$ cat src/logic/pic_regs.svh
// register map, field positions, reset values and counts of the port interrupt block
// assumes byte-wide registers reached by an 8-bit address
`ifndef PIC_REGS_SVH
`define PIC_REGS_SVH

// register offsets
`define PIC_ADDR_P0_FLAGS 8'h89
`define PIC_ADDR_P1_FLAGS 8'h8A
`define PIC_ADDR_P2_FLAGS 8'h8B
`define PIC_ADDR_CTL 8'h8C
`define PIC_ADDR_P1_MASK 8'h8D
`define PIC_ADDR_STAT 8'hA0
`define PIC_ADDR_CLR 8'hA1
`define PIC_ADDR_IEN 8'hA2

// control register fields
`define PIC_CTL_P0_EDGE 0
`define PIC_CTL_P1_EDGE 1
`define PIC_CTL_P2_EDGE 2
`define PIC_CTL_P0L_IEN 3
`define PIC_CTL_P0H_IEN 4
`define PIC_CTL_P2_IEN 5
`define PIC_CTL_SPARE 6
`define PIC_CTL_UNUSED 7

// write masks and reset values
`define PIC_CTL_WMASK 8'h7F
`define PIC_IEN_WMASK 8'h07
`define PIC_CTL_RESET 8'h00
`define PIC_FLAGS_RESET 8'h00
`define PIC_MASK_RESET 8'h00
`define PIC_STAT_RESET 8'h00
`define PIC_IEN_RESET 8'h00

// status bits, one per port
`define PIC_STAT_P0 0
`define PIC_STAT_P1 1
`define PIC_STAT_P2 2

// cycles from reset release until edge detection is trusted
`define PIC_WARM_CYCLES 2'h3

`endif

$ cat src/logic/pic_pkg.sv
// types shared by the port interrupt block
// assumes nothing beyond a SystemVerilog compiler
package pic_pkg;

   typedef logic [7:0] pic_byte_t;
   typedef logic [2:0] pic_ports_t;

endpackage

$ cat src/logic/pic_edge_detect.sv
// pin synchroniser and selectable rising or falling edge detector
// assumes asynchronous pins and a sense select from the mclk domain
`timescale 1ns/1ps
`include "pic_regs.svh"

module pic_edge_detect #(
   parameter int WIDTH = 8
) (
   // clock and reset
   input wire logic mclk,
   input wire logic rst_n,
   // pins and sense
   input wire logic [WIDTH-1:0] pins,
   input wire logic falling,
   // results
   output logic [WIDTH-1:0] level,
   output logic [WIDTH-1:0] edge_hit,
   output logic armed
);

   logic [WIDTH-1:0] meta_r;
   logic [WIDTH-1:0] sync_r;
   logic [WIDTH-1:0] prev_r;
   logic [1:0] warm_r;
   logic [WIDTH-1:0] rise;
   logic [WIDTH-1:0] fall;

   always_ff @(posedge mclk or negedge rst_n) begin
      if (!rst_n) begin
         meta_r <= '0;
         sync_r <= '0;
         prev_r <= '0;
         warm_r <= 2'h0;
      end else begin
         meta_r <= pins;
         sync_r <= meta_r;
         prev_r <= sync_r;
         warm_r <= armed ? warm_r : warm_r + 2'h1;
      end
   end

   // a pin high at reset would look like a rise before the pipe fills
   assign armed = (warm_r == `PIC_WARM_CYCLES);
   assign level = sync_r;
   assign rise = sync_r & ~prev_r;
   assign fall = ~sync_r & prev_r;
   assign edge_hit = armed ? (falling ? fall : rise) : '0;

endmodule

$ cat src/logic/pic_port_irq.sv
// port pin-change interrupt control with per-pin pending flags
// assumes a one-clock register port with read data one cycle later
//
// Functional notes
// - port 2 pins 0-4 requests pass only while control bit 5 is set.
// - port 0 pins 4-7 requests pass only while control bit 4 is set.
// - port 0 pins 0-3 requests pass only while control bit 3 is set.
// - control bit 2 picks rising (0) or falling (1) edge for port 2.
// - control bit 1 picks rising (0) or falling (1) edge for port 1.
// - control bit 0 picks rising (0) or falling (1) edge for port 0.
// - all control bits reset to 0: interrupts off, rising edge.
// - one pending flag per pin, set by its edge, cleared by writing 0.
// - port 1 requests are also gated per pin by an eight-bit mask.
`timescale 1ns/1ps
`include "pic_regs.svh"

module pic_port_irq (
   // clock and reset
   input wire logic mclk,
   input wire logic rst_n,
   // register port
   input wire logic [7:0] addr,
   input wire logic [7:0] wr_data,
   input wire logic wr_en,
   input wire logic rd_en,
   output logic [7:0] rd_data,
   // port pins
   input wire logic [7:0] p0_pins,
   input wire logic [7:0] p1_pins,
   input wire logic [4:0] p2_pins,
   // interrupt outputs
   output logic [2:0] port_req,
   output logic irq
);

   ////////////////////////////////////////////////////////////////////////////
   // state

   pic_pkg::pic_byte_t ctl_r;
   pic_pkg::pic_byte_t ctl_nxt;
   pic_pkg::pic_byte_t p0_pend_r;
   pic_pkg::pic_byte_t p0_pend_nxt;
   pic_pkg::pic_byte_t p1_pend_r;
   pic_pkg::pic_byte_t p1_pend_nxt;
   pic_pkg::pic_byte_t p2_pend_r;
   pic_pkg::pic_byte_t p2_pend_nxt;
   pic_pkg::pic_byte_t p1_mask_r;
   pic_pkg::pic_byte_t p1_mask_nxt;
   pic_pkg::pic_byte_t stat_r;
   pic_pkg::pic_byte_t stat_nxt;
   pic_pkg::pic_byte_t ien_r;
   pic_pkg::pic_byte_t ien_nxt;
   pic_pkg::pic_byte_t rd_data_r;
   pic_pkg::pic_byte_t rd_data_nxt;
   pic_pkg::pic_ports_t port_req_r;
   pic_pkg::pic_ports_t port_req_nxt;
   logic irq_r;
   logic irq_nxt;

   ////////////////////////////////////////////////////////////////////////////
   // helpers

   // set wins over clear so an edge in the clearing cycle is kept
   function automatic pic_pkg::pic_byte_t pic_sticky(
      input pic_pkg::pic_byte_t flags,
      input pic_pkg::pic_byte_t hits,
      input pic_pkg::pic_byte_t clr
   );
      pic_sticky = (flags & ~clr) | hits;
   endfunction

   ////////////////////////////////////////////////////////////////////////////
   // address decode

   logic hit_ctl;
   logic hit_p0f;
   logic hit_p1f;
   logic hit_p2f;
   logic hit_mask;
   logic hit_stat;
   logic hit_clr;
   logic hit_ien;
   logic wr_ctl;
   logic wr_p0f;
   logic wr_p1f;
   logic wr_p2f;
   logic wr_mask;
   logic wr_clr;
   logic wr_ien;

   assign hit_ctl = (addr == `PIC_ADDR_CTL);
   assign hit_p0f = (addr == `PIC_ADDR_P0_FLAGS);
   assign hit_p1f = (addr == `PIC_ADDR_P1_FLAGS);
   assign hit_p2f = (addr == `PIC_ADDR_P2_FLAGS);
   assign hit_mask = (addr == `PIC_ADDR_P1_MASK);
   assign hit_stat = (addr == `PIC_ADDR_STAT);
   assign hit_clr = (addr == `PIC_ADDR_CLR);
   assign hit_ien = (addr == `PIC_ADDR_IEN);

   assign wr_ctl = wr_en && hit_ctl;
   assign wr_p0f = wr_en && hit_p0f;
   assign wr_p1f = wr_en && hit_p1f;
   assign wr_p2f = wr_en && hit_p2f;
   assign wr_mask = wr_en && hit_mask;
   assign wr_clr = wr_en && hit_clr;
   assign wr_ien = wr_en && hit_ien;

   ////////////////////////////////////////////////////////////////////////////
   // control fields

   logic p0_falling;
   logic p1_falling;
   logic p2_falling;
   logic p0l_on;
   logic p0h_on;
   logic p2_on;

   assign p0_falling = ctl_r[`PIC_CTL_P0_EDGE];
   assign p1_falling = ctl_r[`PIC_CTL_P1_EDGE];
   assign p2_falling = ctl_r[`PIC_CTL_P2_EDGE];
   assign p0l_on = ctl_r[`PIC_CTL_P0L_IEN];
   assign p0h_on = ctl_r[`PIC_CTL_P0H_IEN];
   assign p2_on = ctl_r[`PIC_CTL_P2_IEN];

   // bit 7 is never stored, bit 6 is plain storage
   assign ctl_nxt = wr_ctl ? (wr_data & `PIC_CTL_WMASK) : ctl_r;

   ////////////////////////////////////////////////////////////////////////////
   // edge detection

   logic [7:0] p0_lvl;
   logic [7:0] p1_lvl;
   logic [4:0] p2_lvl;
   logic [7:0] p0_hit;
   logic [7:0] p1_hit;
   logic [4:0] p2_hit;
   logic p0_armed;
   logic p1_armed;
   logic p2_armed;

   pic_edge_detect #(.WIDTH(8)) u_p0_edge (
      .mclk(mclk),
      .rst_n(rst_n),
      .pins(p0_pins),
      .falling(p0_falling),
      .level(p0_lvl),
      .edge_hit(p0_hit),
      .armed(p0_armed)
   );

   pic_edge_detect #(.WIDTH(8)) u_p1_edge (
      .mclk(mclk),
      .rst_n(rst_n),
      .pins(p1_pins),
      .falling(p1_falling),
      .level(p1_lvl),
      .edge_hit(p1_hit),
      .armed(p1_armed)
   );

   pic_edge_detect #(.WIDTH(5)) u_p2_edge (
      .mclk(mclk),
      .rst_n(rst_n),
      .pins(p2_pins),
      .falling(p2_falling),
      .level(p2_lvl),
      .edge_hit(p2_hit),
      .armed(p2_armed)
   );

   ////////////////////////////////////////////////////////////////////////////
   // pending flags: writing 0 clears, writing 1 leaves the flag alone

   pic_pkg::pic_byte_t p0_clr;
   pic_pkg::pic_byte_t p1_clr;
   pic_pkg::pic_byte_t p2_clr;
   pic_pkg::pic_byte_t p2_hit_w;

   assign p0_clr = wr_p0f ? ~wr_data : 8'h00;
   assign p1_clr = wr_p1f ? ~wr_data : 8'h00;
   assign p2_clr = wr_p2f ? ~wr_data : 8'h00;
   assign p2_hit_w = {3'h0, p2_hit};

   assign p0_pend_nxt = pic_sticky(p0_pend_r, p0_hit, p0_clr);
   assign p1_pend_nxt = pic_sticky(p1_pend_r, p1_hit, p1_clr);
   assign p2_pend_nxt = pic_sticky(p2_pend_r, p2_hit_w, p2_clr);

   assign p1_mask_nxt = wr_mask ? wr_data : p1_mask_r;

   ////////////////////////////////////////////////////////////////////////////
   // request gating

   pic_pkg::pic_byte_t p0_gate;
   pic_pkg::pic_byte_t p2_gate;
   pic_pkg::pic_byte_t p0_fwd;
   pic_pkg::pic_byte_t p1_fwd;
   pic_pkg::pic_byte_t p2_fwd;
   pic_pkg::pic_ports_t port_evt;

   assign p0_gate = {{4{p0h_on}}, {4{p0l_on}}};
   assign p2_gate = {8{p2_on}};
   assign p0_fwd = p0_pend_r & p0_gate;
   assign p1_fwd = p1_pend_r & p1_mask_r;
   assign p2_fwd = p2_pend_r & p2_gate;
   assign port_req_nxt = {|p2_fwd, |p1_fwd, |p0_fwd};

   // a status event is a fresh edge that passes the gate
   assign port_evt[`PIC_STAT_P0] = |(p0_hit & p0_gate);
   assign port_evt[`PIC_STAT_P1] = |(p1_hit & p1_mask_r);
   assign port_evt[`PIC_STAT_P2] = |(p2_hit_w & p2_gate);

   ////////////////////////////////////////////////////////////////////////////
   // interrupt status, clear and enable

   pic_pkg::pic_byte_t stat_clr;

   assign stat_clr = wr_clr ? wr_data : 8'h00;
   assign stat_nxt = pic_sticky(stat_r, {5'h0, port_evt}, stat_clr);
   assign ien_nxt = wr_ien ? (wr_data & `PIC_IEN_WMASK) : ien_r;
   assign irq_nxt = |(stat_r & ien_r);

   ////////////////////////////////////////////////////////////////////////////
   // read path; the clear register reads as zero

   pic_pkg::pic_byte_t rd_mux;

   assign rd_mux = hit_ctl ? ctl_r :
      hit_p0f ? p0_pend_r :
      hit_p1f ? p1_pend_r :
      hit_p2f ? p2_pend_r :
      hit_mask ? p1_mask_r :
      hit_stat ? stat_r :
      hit_ien ? ien_r : 8'h00;
   assign rd_data_nxt = rd_en ? rd_mux : 8'h00;

   ////////////////////////////////////////////////////////////////////////////
   // registers

   always_ff @(posedge mclk or negedge rst_n) begin
      if (!rst_n) begin
         ctl_r <= `PIC_CTL_RESET;
         p1_mask_r <= `PIC_MASK_RESET;
         ien_r <= `PIC_IEN_RESET;
      end else begin
         ctl_r <= ctl_nxt;
         p1_mask_r <= p1_mask_nxt;
         ien_r <= ien_nxt;
      end
   end

   always_ff @(posedge mclk or negedge rst_n) begin
      if (!rst_n) begin
         p0_pend_r <= `PIC_FLAGS_RESET;
         p1_pend_r <= `PIC_FLAGS_RESET;
         p2_pend_r <= `PIC_FLAGS_RESET;
         stat_r <= `PIC_STAT_RESET;
      end else begin
         p0_pend_r <= p0_pend_nxt;
         p1_pend_r <= p1_pend_nxt;
         p2_pend_r <= p2_pend_nxt;
         stat_r <= stat_nxt;
      end
   end

   always_ff @(posedge mclk or negedge rst_n) begin
      if (!rst_n) begin
         rd_data_r <= 8'h00;
         port_req_r <= 3'h0;
         irq_r <= 1'h0;
      end else begin
         rd_data_r <= rd_data_nxt;
         port_req_r <= port_req_nxt;
         irq_r <= irq_nxt;
      end
   end

   assign rd_data = rd_data_r;
   assign port_req = port_req_r;
   assign irq = irq_r;

   ////////////////////////////////////////////////////////////////////////////
   // checks

   logic first_r;

   always_ff @(posedge mclk or negedge rst_n) begin
      if (!rst_n) begin
         first_r <= 1'h1;
      end else begin
         first_r <= 1'h0;
      end
   end
endmodule

$ cat config.mk
export PLATFORM = sky130hd
export DESIGN_NAME = pic_port_irq
export DESIGN_NICKNAME = d
export VERILOG_FILES = /design/src/logic/pic_pkg.sv /design/src/logic/pic_edge_detect.sv /design/src/logic/pic_port_irq.sv
export VERILOG_INCLUDE_DIRS = /design/src /design/src/logic
export SDC_FILE = /design/constraint.sdc
export NUM_CORES = 1
export LEC_CHECK = 0
export ABC_AREA = 0
export BUFFER_PORTS_ARGS = -buffer_cell sky130_fd_sc_hd__buf_2
export CELL_PAD_IN_SITES_DETAIL_PLACEMENT = 1
export CELL_PAD_IN_SITES_GLOBAL_PLACEMENT = 1
export CORE_MARGIN = 2
export CORE_UTILIZATION = 47
export DETAILED_ROUTE_END_ITERATION = 12
export GPL_TIMING_DRIVEN = 0
export HOLD_SLACK_MARGIN = 0.02
export PLACE_DENSITY_LB_ADDON = 0.1
export SLEW_MARGIN = 25
export SYNTH_ARGS = -nofsm -noshare
export SYNTH_HDL_FRONTEND = slang
export SYNTH_HIERARCHICAL = 1
export SYNTH_SLANG_ARGS = --single-unit
$ cat constraint.sdc
create_clock -name mclk -period 2.1 [get_ports mclk]
set_input_delay 0.105 -clock mclk [delete_from_list [all_inputs] [get_ports mclk]]
set_output_delay 0.105 -clock mclk [all_outputs]
set_load 0.01 [all_outputs]
# Word level (Yosys, flattened, before mapping)
# Cells that the tools add are included.
# totals
ff_bits	131
inputBits	41
# classes
add_sub_neg	3
n_eq_ne	11
n_mux	18
bitwise	32
n_reduce_logical	14
# ops
operator	count
2-to-1 mux 8 bit	15
AND 8 bit	13
inverter 8 bit	9
equality test 8 bit (second input constant)	8
OR reduction 8 bit	7
OR 8 bit	2
AND 5 bit	2
2-to-1 mux 5 bit	2
inverter 5 bit	2
AND 5 x 8 -> 8 bit	1
AND 8 x 3 -> 8 bit	1
OR 8 x 3 -> 8 bit	1
OR 8 x 5 -> 8 bit	1
logical AND 1 bit	7
adder 2 x 1 -> 2 bit (second input constant)	3
equality test 2 bit (second input constant)	3
2-to-1 mux 3 bit	1

# Logic depth before layout (Yosys ltp)
# Gate-level depths: netlist of run 1.
# logic_depth
depth_word	9
mapped_depth	7
depth_no_buf	6

# Hierarchy
# The synthesis of run 1 kept the hierarchy.
# modules_own_cells
mod	n_inst	cells_each	area_each_um2
pic_port_irq	1	274	2959.1
pic_edge_detect at u_p0_edge ...	2	56	863.3
pic_edge_detect at u_p2_edge	1	37	566.8

# Least setup slack after synthesis of run 1
# Ideal clock, no wire load.
# synth_timing
path_kind	input to register
startpoint	input addr[4]
endpoint	register ien_r[0]
setup_time_ps	125
arrival_ps	1542
required_time_ps	1975
slack_ps	433
path_stages	4
path_buffers	0
path_cell_list	or4b_4 > nor2_1 > and3_1 > mux2_2
# synth_via
elab_chain_cells	2
# synth_lines
element	line_no	rtl
start, declared	pic_port_irq.sv:22	input wire logic [7:0] addr,
equality test 8 bit (no line)	--	
logical AND 1 bit	pic_port_irq.sv:106	assign wr_ien = wr_en && hit_ien;
end signal, assigned	pic_port_irq.sv:243	ien_r <= `PIC_IEN_RESET;
end signal, assigned	pic_port_irq.sv:247	ien_r <= ien_nxt;
end, declared	pic_port_irq.sv:51	pic_pkg::pic_byte_t ien_r;
# Every way passes these cells.
# A chain may end at the register's enable or synchronous reset.

# Worst setup path after layout of run 1
# layout_timing
startpoint	input addr[5]
endpoint	register p1_mask_r[4]
# layout_via
elab_chain_cells	2
# layout_lines
element	line_no	rtl
equality test 8 bit (no line)	--	
logical AND 1 bit	pic_port_irq.sv:104	assign wr_mask = wr_en && hit_mask;
end signal, assigned	pic_port_irq.sv:242	p1_mask_r <= `PIC_MASK_RESET;
end signal, assigned	pic_port_irq.sv:246	p1_mask_r <= p1_mask_nxt;
end, declared	pic_port_irq.sv:47	pic_pkg::pic_byte_t p1_mask_r;
# Every way passes these cells.

==> results of run 1 <==
[placed cells by master, fill, tap and decap left out, types with 2 or more instances in the layout]
cell,n
dfrtp_1,131
nand2b_1,67
buf_2,53
o21ai_0,32
dlygate4sd3_1,32
o22ai_1,22
mux2_2,20
clkbuf_16,16
nand2_1,14
a21oi_1,14
nand3_1,11
nor2_1,9
clkbuf_1,8
mux2i_1,6
a22oi_1,6
nor2b_1,5
a2bb2oi_1,5
a21boi_0,5
a32oi_1,5
inv_1,4
a21o_1,4
o41ai_1,4
clkbuf_8,4
clkinvlp_4,4
o21a_1,3
nor4_1,3
o211a_1,3
nand4_1,3
nand2_2,3
xnor2_1,3
ha_1,3
nor3_1,2
a31oi_1,2
a22o_1,2
bufinv_16,2
clkinv_2,2
inv_6,2
buf_6,2
o22ai_2,2
[cell families after synthesis]
logic type	share of synthesized area
DFF	0.624
and+or+nand+nor	0.149
AOI/OAI and AO/OA	0.143
muxes	0.0565
buffers and inverters	0.0157
xor gates and xnor gates	0.00500
adders and majority gates	0.00715
[stage by stage]
step | hold WS [ns] | cells | setup TNS, ns | area, um2 | utilization
6_report | 0.0407 | 678 | 0 | 6630 | 0.609
5_1_grt | 0.0549 | 678 | 0 | 6630 | 0.609
4_1_cts | 0.0317 | 678 | 0 | 6620 | 0.608
3_5_place_dp | 0.0121 | 615 | -0.838 | 5720 | 0.525
3_3_place_gp | 0.213 | 614 | -95.88 | 5680 | 0.522
2_1_floorplan | -0.191 | 423 | 0 | 5250 | -
[layer usage]
layer,up-vias,global-route usage,wire [um]
li1,1741,-,-
met1,1906,0.314,5710
met2,108,0.407,6700
met3,36,0.0658,627
met4,0,0.131,494
met5,-,0,0
[worst reg2reg max path, stage by stage (launching register included)]
cell      delay, ns
dfrtp_1        0.40
ha_1           0.29
nand2b_2       0.15
o22ai_1        0.11
or4_1          0.54
o21ai_0        0.18
nand2_1        0.07
[Yosys cell counts, types with 2 or more instances]
| library cell | n |
|---|---|
| a32oi_1 | 5 |
| a21boi_0 | 5 |
| nor3b_2 | 2 |
| a21oi_1 | 14 |
| buf_2 | 3 |
| o211a_1 | 3 |
| nor4_1 | 3 |
| nand2b_1 | 67 |
| nor2_1 | 9 |
| a31oi_1 | 2 |
| a21o_1 | 4 |
| nor2b_1 | 5 |
| a2bb2oi_1 | 5 |
| nand4_1 | 3 |
| nand3_1 | 11 |
| inv_1 | 4 |
| o22ai_1 | 22 |
| mux2i_1 | 6 |
| a22o_1 | 2 |
| o22ai_2 | 2 |
| nand2_1 | 14 |
| xnor2_1 | 3 |
| dfrtp_1 | 131 |
| o21a_1 | 3 |
| ha_1 | 3 |
| o41ai_1 | 4 |
| mux2_2 | 20 |
| nor3_1 | 2 |
| a22oi_1 | 6 |
| nand2_2 | 3 |
| buf_6 | 2 |
| clkbuf_1 | 8 |
| o21ai_0 | 32 |
[final cells by class]
cell class	instances	area, um2	share of cell area
multi-input cells	275	1900	0.286
inverters	4	15.0	0.00227
flip-flops and latches	131	3280	0.495
well taps	140	175	0.0264
repair buffers	84	613	0.0925
clock inverters	11	126	0.0191
plain buffers	13	67.6	0.0102
clock buffers	20	455	0.0687
[repair_timing]
item                                   CTS  global route
hold buffers                            32             0
gates resized for setup                  0             1
setup endpoints to repair                0             7
endpoints found under the hold margin  210             0
[flip-flops by register name, indices dropped and copies added, names as in the netlist, 3 cells and up]
signal            flops
p0_pend_r             8
p1_mask_r             8
p1_pend_r             8
p2_pend_r             8
rd_data               8
stat_r                8
u_p0_edge/level       8
u_p0_edge/meta_r      8
u_p0_edge/prev_r      8
u_p1_edge/level       8
u_p1_edge/meta_r      8
u_p1_edge/prev_r      8
ctl_r                 7
u_p2_edge/level       5
u_p2_edge/meta_r      5
u_p2_edge/prev_r      5
ien_r                 3
port_req              3
[path summary, 6_finish.rpt]
path	startpoint	endpoint	slack, ns	cells after the start
max	addr[5]	p1_mask_r[4]$_DFFE_PN0P_	0.23	6
min	rst_n	stat_r[5]$_DFF_PN0_	0.04	2
max reg2reg	u_p2_edge/warm_r[0]$_DFFE_PN0N_	stat_r[2]$_DFF_PN0_	0.27	6
min reg2reg	u_p0_edge/meta_r[1]$_DFF_PN0_	u_p0_edge/level[1]$_DFF_PN0_	0.34	0
max in group asynchronous	rst_n	u_p0_edge/meta_r[1]$_DFF_PN0_	1.32	3
min in group mclk	addr[3]	rd_data[5]$_DFF_PN0_	0.08	4
[report_power, final]
group	switching (W)	total (W)	internal, W
sequential	0.0000566	0.00267	0.00262
clock	0.00110	0.00288	0.00178
combinational	0.000222	0.000407	0.000185
==> summary.md, run 1 <==
| Metric | Value |
|---|---|
| Share of layout cells above drive strength 1 | 0.225 |
| Initial drt markers | 210 |
| Synth top area share | 0.624 |
| Fin crit period | 1.87 ns |
| Max-slew headroom | 0.537 |
| Pre-CTS setup slack | -0.129 ns |
| Delay-heaviest family, CP | simple AND/OR/NAND/NOR gates |
| Final HPWL DP | 8840 um |
| Remaining Overflow, GRT | 0 |
| Asr flop ratio synth | 1.00 |
| Fmax | 536 MHz |
| Antenna viol nets, final | 0 |
| CP arrival | 2.29 ns |
| Tcrit/Tclk final | 0.888 |
| PD cells | 899 nW/um2 |
| Final worst setup slack | 0.235 ns |
| Max-slew violations | 0 |
| Synth area leader | dfrtp_1 |
| Max-cap violations | 0 |
| H-tree depth | 4 |
| Post-synth EDFFs | 0 |
| Final hold vios | 0 |
| Post-CTS Repair Setup Buffers | 0 |
| Die Ht | 110 um |
| Top_reg_cell synth | dfrtp_1 |
| Total power | 0.00596 W |
| Core area | 10900 um2 |
| RSZ-0062 raised after global routing | no |
| Die Area | 12000 um2 |
| Final wirelength | 13500 um |
| Starting Density | 0.482 |
| CTS tree | built |
| Num rows | 38 |
| First-pass GRT wire length | 21700 um |
| Fin nets | 570 |
| Inserted Diodes | 0 |
| Synthesized instance count | 423 |
| Routability cong. | 0.865 |
| YS warnings | 6 |
| Kind of critical path | in2reg |
| Die Width | 110 um |
| Remaining DRCs | 0 |
| Layout Area Growth over Synthesis | 26.2% |
| Slowest cell on crit path | nor3b_4 |
| Setup-failing EPs final | 0 |
| Worst-case clock buffer depth | 2 |
| WL per Instance | 20.0 um |
| Area contributors post-synth | dfrtp_1, nand2b_1, mux2_2 |
| Fill cells | 1138 |
| Critical Path RT | 2.52 ns |
| Post-synth cell types | 48 |
| DR vias | 3791 |
| # IOs | 53 |
| Synthesized area | 5250 um2 |
| Worst-margin pin slew | 0.694 ns |
| Hold Crit Class | in2async |
| Post-synthesis register bit count | 131 |
| CP max stage delay | 0.56 ns |
| IR Drop Worst-Case VDD | 0.767 mV |
| Pre-antenna DRT Iters | 4 |
| Seq/Total Area, Yosys | 0.624 |
| Clock Latency Late Sink | 0.54 ns |
| Status | complete, no violations |
| I/O Buffers | 51 |
| Nature of the critical path endpoint | flop |
| Worst path cell trace | dlygate4sd3_1 -> buf_2 -> nor2b_1 -> nand2_1 -> nor3b_4 -> mux2_2 |
| Clock-pin slew on the worst setup and hold paths | 0.06 ns |
| Worst Path Buf+Inv | 2 |
| Vias in the first global route | 4112 |
| Syn_nets | 467 |
| Largest net degree at the start of global routing | 90 |
| Crit start category | input port |
| Critical path fanouts, max | 9 |
| DR vias/cell | 5.59 |
| Number of buffers created by CTS | 17 |
| Total track usage | 0.253 |
| Worst Skew | 0.00699 ns |
| Antenna violations before repair | 0 |
| Leakage power | 2.88 nW |
| Clock sinks | 131 |
| Root Driver | clkbuf_8 |
| Avg Inst Size Synth | 12.4 um2 |
Note: power is estimated with default switching activity, not from simulation.
==> run 2: changes to the inputs <==
Settings changed: CORE_ASPECT_RATIO from default to 0.9.
==> run 2 against run 1 <==
Global-route usage is 1.7 points lower. Sequential share of layout area hardly changed. Count of clock-buffer cells in the layout fell by 2. Non-clock buffer count shrank 4. Worst hold slack better by 0.017 ns. Flip-flop and latch count unchanged. Largest power group unchanged.
==> summary.md, run 2 (synthesized netlist as in run 1, its figures left out) <==
| Metric | Value |
|---|---|
| Status | complete, no violations (unchanged) |
| Met2 WL | 6060 um (was 6700 um) |
| Clock sinks | 131 (unchanged) |
| Starting Density | 0.484 (was 0.482) |
| Cell Area, Placed | 5740 um2 (was 5720 um2) |
| Worst Skew | 0.00910 ns (was 0.00699 ns) |
| Hold Crit Class | in2reg (was in2async) |
| Tcrit/Tclk final | 0.888 (about the same) |
| RSZ-0062 raised after global routing | no (unchanged) |
| Post-CTS Resized | 0 (unchanged) |
| Critical Path RT | 2.40 ns (was 2.52 ns) |
| DR vias/cell | 5.48 (was 5.59) |
| Antenna violations before repair | 0 (unchanged) |
| Fin crit period | 1.87 ns (about the same) |
| Vias in the first global route | 4065 (was 4112) |
| Largest net degree at the start of global routing | 80 (was 90) |
| Clock-pin slew on the worst setup and hold paths | 0.06 ns (about the same) |
| Register area | 3280 um2 (unchanged) |
| H-tree depth | 4 (unchanged) |
| CP arrival | 2.16 ns (was 2.29 ns) |
| Fin nets | 566 (was 570) |
| Crit start category | flop (was input port) |
| Worst-case clock buffer depth | 2 (unchanged) |
| Fmax | 536 MHz (about the same) |
| Routability cong. | 0.901 (was 0.865) |
| Initial drt markers | 231 (was 210) |
| First-pass GRT wire length | 21100 um (was 21700 um) |
| Die Area | 12000 um2 (about the same) |
| Final hold vios | 0 (unchanged) |
| Number of buffers created by CTS | 17 (unchanged) |
| Core area | 10900 um2 (about the same) |
| Antenna viol nets, final | 0 (unchanged) |
| Design Area, Final | 6630 um2 (about the same) |
| Inserted Diodes | 0 (unchanged) |
| Hold Crit Start | wr_data[2] |
| Die Width | 115 um (was 110 um) |
| Met3 routed WL | 662 um (was 627 um) |
| WL met1 | 5980 um (was 5710 um) |
| Max-slew violations | 0 (unchanged) |
| Top Metal Used | met4 (unchanged) |
| Root Driver | clkbuf_16 (was clkbuf_8) |
| Area taken by multi-input logic gates | 1890 um2 (was 1900 um2) |
| DR vias | 3763 (was 3791) |
| Num rows | 36 (was 38) |
| Cts hold-fix bufs | 28 (was 32) |
| Slowest cell on crit path | or4_1 (was nor3b_4) |
| Worst-margin pin slew | 0.749 ns (was 0.694 ns) |
| Max-slew headroom | 0.499 (was 0.537) |
| Final wirelength | 12900 um (was 13500 um) |
| Layout Area Growth over Synthesis | 26.3% (was 26.2%) |
| Nature of the critical path endpoint | flop (unchanged) |
| Final HPWL DP | 8970 um (was 8840 um) |
| Hold WS | 0.0576 ns (was 0.0407 ns) |
| Critical path fanouts, max | 5 (was 9) |
| Clock Latency Late Sink | 0.42 ns (was 0.54 ns) |
| Final worst setup slack | 0.234 ns (was 0.235 ns) |
| Remaining Overflow, GRT | 0 (unchanged) |
| Post-CTS Repair Setup Buffers | 0 (unchanged) |
| Most common cell after layout, fill and taps aside | dfrtp_1 (unchanged) |
| Pre-CTS setup slack | -0.0333 ns (was -0.129 ns) |
| Leakage power | 2.86 nW (was 2.88 nW) |
| Total power | 0.00612 W (was 0.00596 W) |
| WL per Instance | 18.8 um (was 20.0 um) |
| CP max stage delay | 0.53 ns (was 0.56 ns) |
| Total track usage | 0.236 (was 0.253) |
| Pre-antenna DRT Iters | 4 (unchanged) |
| Kind of critical path | reg2reg (was in2reg) |
| # IOs | 53 (unchanged) |
| Worst path cell trace | ha_1 -> nand2b_2 -> o22ai_1 -> or4_1 -> o21ai_0 -> nand2_1 (was dlygate4sd3_1 -> buf_2 -> nor2b_1 -> nand2_1 -> nor3b_4 -> mux2_2) |
| Worst flop-to-flop path startpoint | u_p2_edge/warm_r[0]$_DFFE_PN0N_ (unchanged) |
| I/O Buffers | 51 (unchanged) |
| CTS tree | built (unchanged) |
| IR Drop Worst-Case VDD | 1.07 mV (was 0.767 mV) |
| PD cells | 923 nW/um2 (was 899 nW/um2) |
| Commonest non-fill, non-tap cells in the layout | dfrtp_1, nand2b_1, buf_2 (unchanged) |
| Die Ht | 104 um (was 110 um) |
| Share of layout cells above drive strength 1 | 0.228 (was 0.225) |
| Worst setup startpoint | u_p2_edge/warm_r[0]$_DFFE_PN0N_ (was addr[5]) |
| Setup-failing EPs final | 0 (unchanged) |
| Fill cells | 1099 (was 1138) |
| Remaining DRCs | 0 (unchanged) |
| Max-cap violations | 0 (unchanged) |
run 2: cell count changes in the layout (fill, tap and decap cells not counted):
cell,delta
dlygate4sd3_1,-4
clkbuf_8,-3
clkinvlp_4,+2
bufinv_16,+1
clkbuf_16,+1
clkinv_2,-1
clkinv_4,-1
inv_6,+1
inv_8,+1
nor3b_2,+1
nor3b_4,-1
run 2: cell type report:
cell class                      instances  share of cell area
Sequential cell                       131               0.494
Multi-Input combinational cell        275               0.285
Timing Repair Buffer                   80              0.0864
Clock buffer                           18              0.0662
Tap cell                              152              0.0287
Clock inverter                         14              0.0268
Buffer                                 13              0.0102
Inverter                                4             0.00226
run 2: worst paths after layout:
check | endpoint | slack, ns | depth (start not counted)
setup reg to reg | stat_r[2]$_DFF_PN0_ | 0.23 | 6
hold reg to reg | u_p0_edge/level[7]$_DFF_PN0_ | 0.34 | 0
setup / recovery | stat_r[2]$_DFF_PN0_ | 0.23 | 6
min in group asynchronous | p1_mask_r[5]$_DFFE_PN0P_ | 0.19 | 2
hold / removal | stat_r[2]$_DFF_PN0_ | 0.06 | 4
max in group asynchronous | u_p2_edge/meta_r[2]$_DFF_PN0_ | 1.22 | 3
run 2: metal layers:
layer / vias up / track usage
met2: 91 / 0.362
met3: 20 / 0.0659
li1: 1742 / -
met4: 0 / 0.0800
met1: 1910 / 0.323
met5: - / 0
run 2: report_power, final:
group | internal [W] | switching, W | leakage (nW)
combinational | 0.000180 | 0.000218 | 1.07
clock | 0.00191 | 0.00114 | 0.284
sequential | 0.00262 | 0.0000571 | 1.51
total | 0.00471 | 0.00142 | 2.86
run 2: worst max-delay path, delay by kind of cell, from the launching register on:
family,cells,cell delay [ns]
adders and majority gates,1,0.28
AOI/OAI and AO/OA,2,0.32
DFF,1,0.40
and+or+nand+nor,3,0.74
run 2: through the flow:
step / setup TNS (ns) / instances / util
2_1_floorplan: 0 / 423 / -
5_1_grt: 0 / 687 / 0.611
6_report: 0 / 687 / 0.611
3_3_place_gp: -96.90 / 626 / 0.525
4_1_cts: 0 / 687 / 0.611
3_5_place_dp: -0.152 / 627 / 0.528
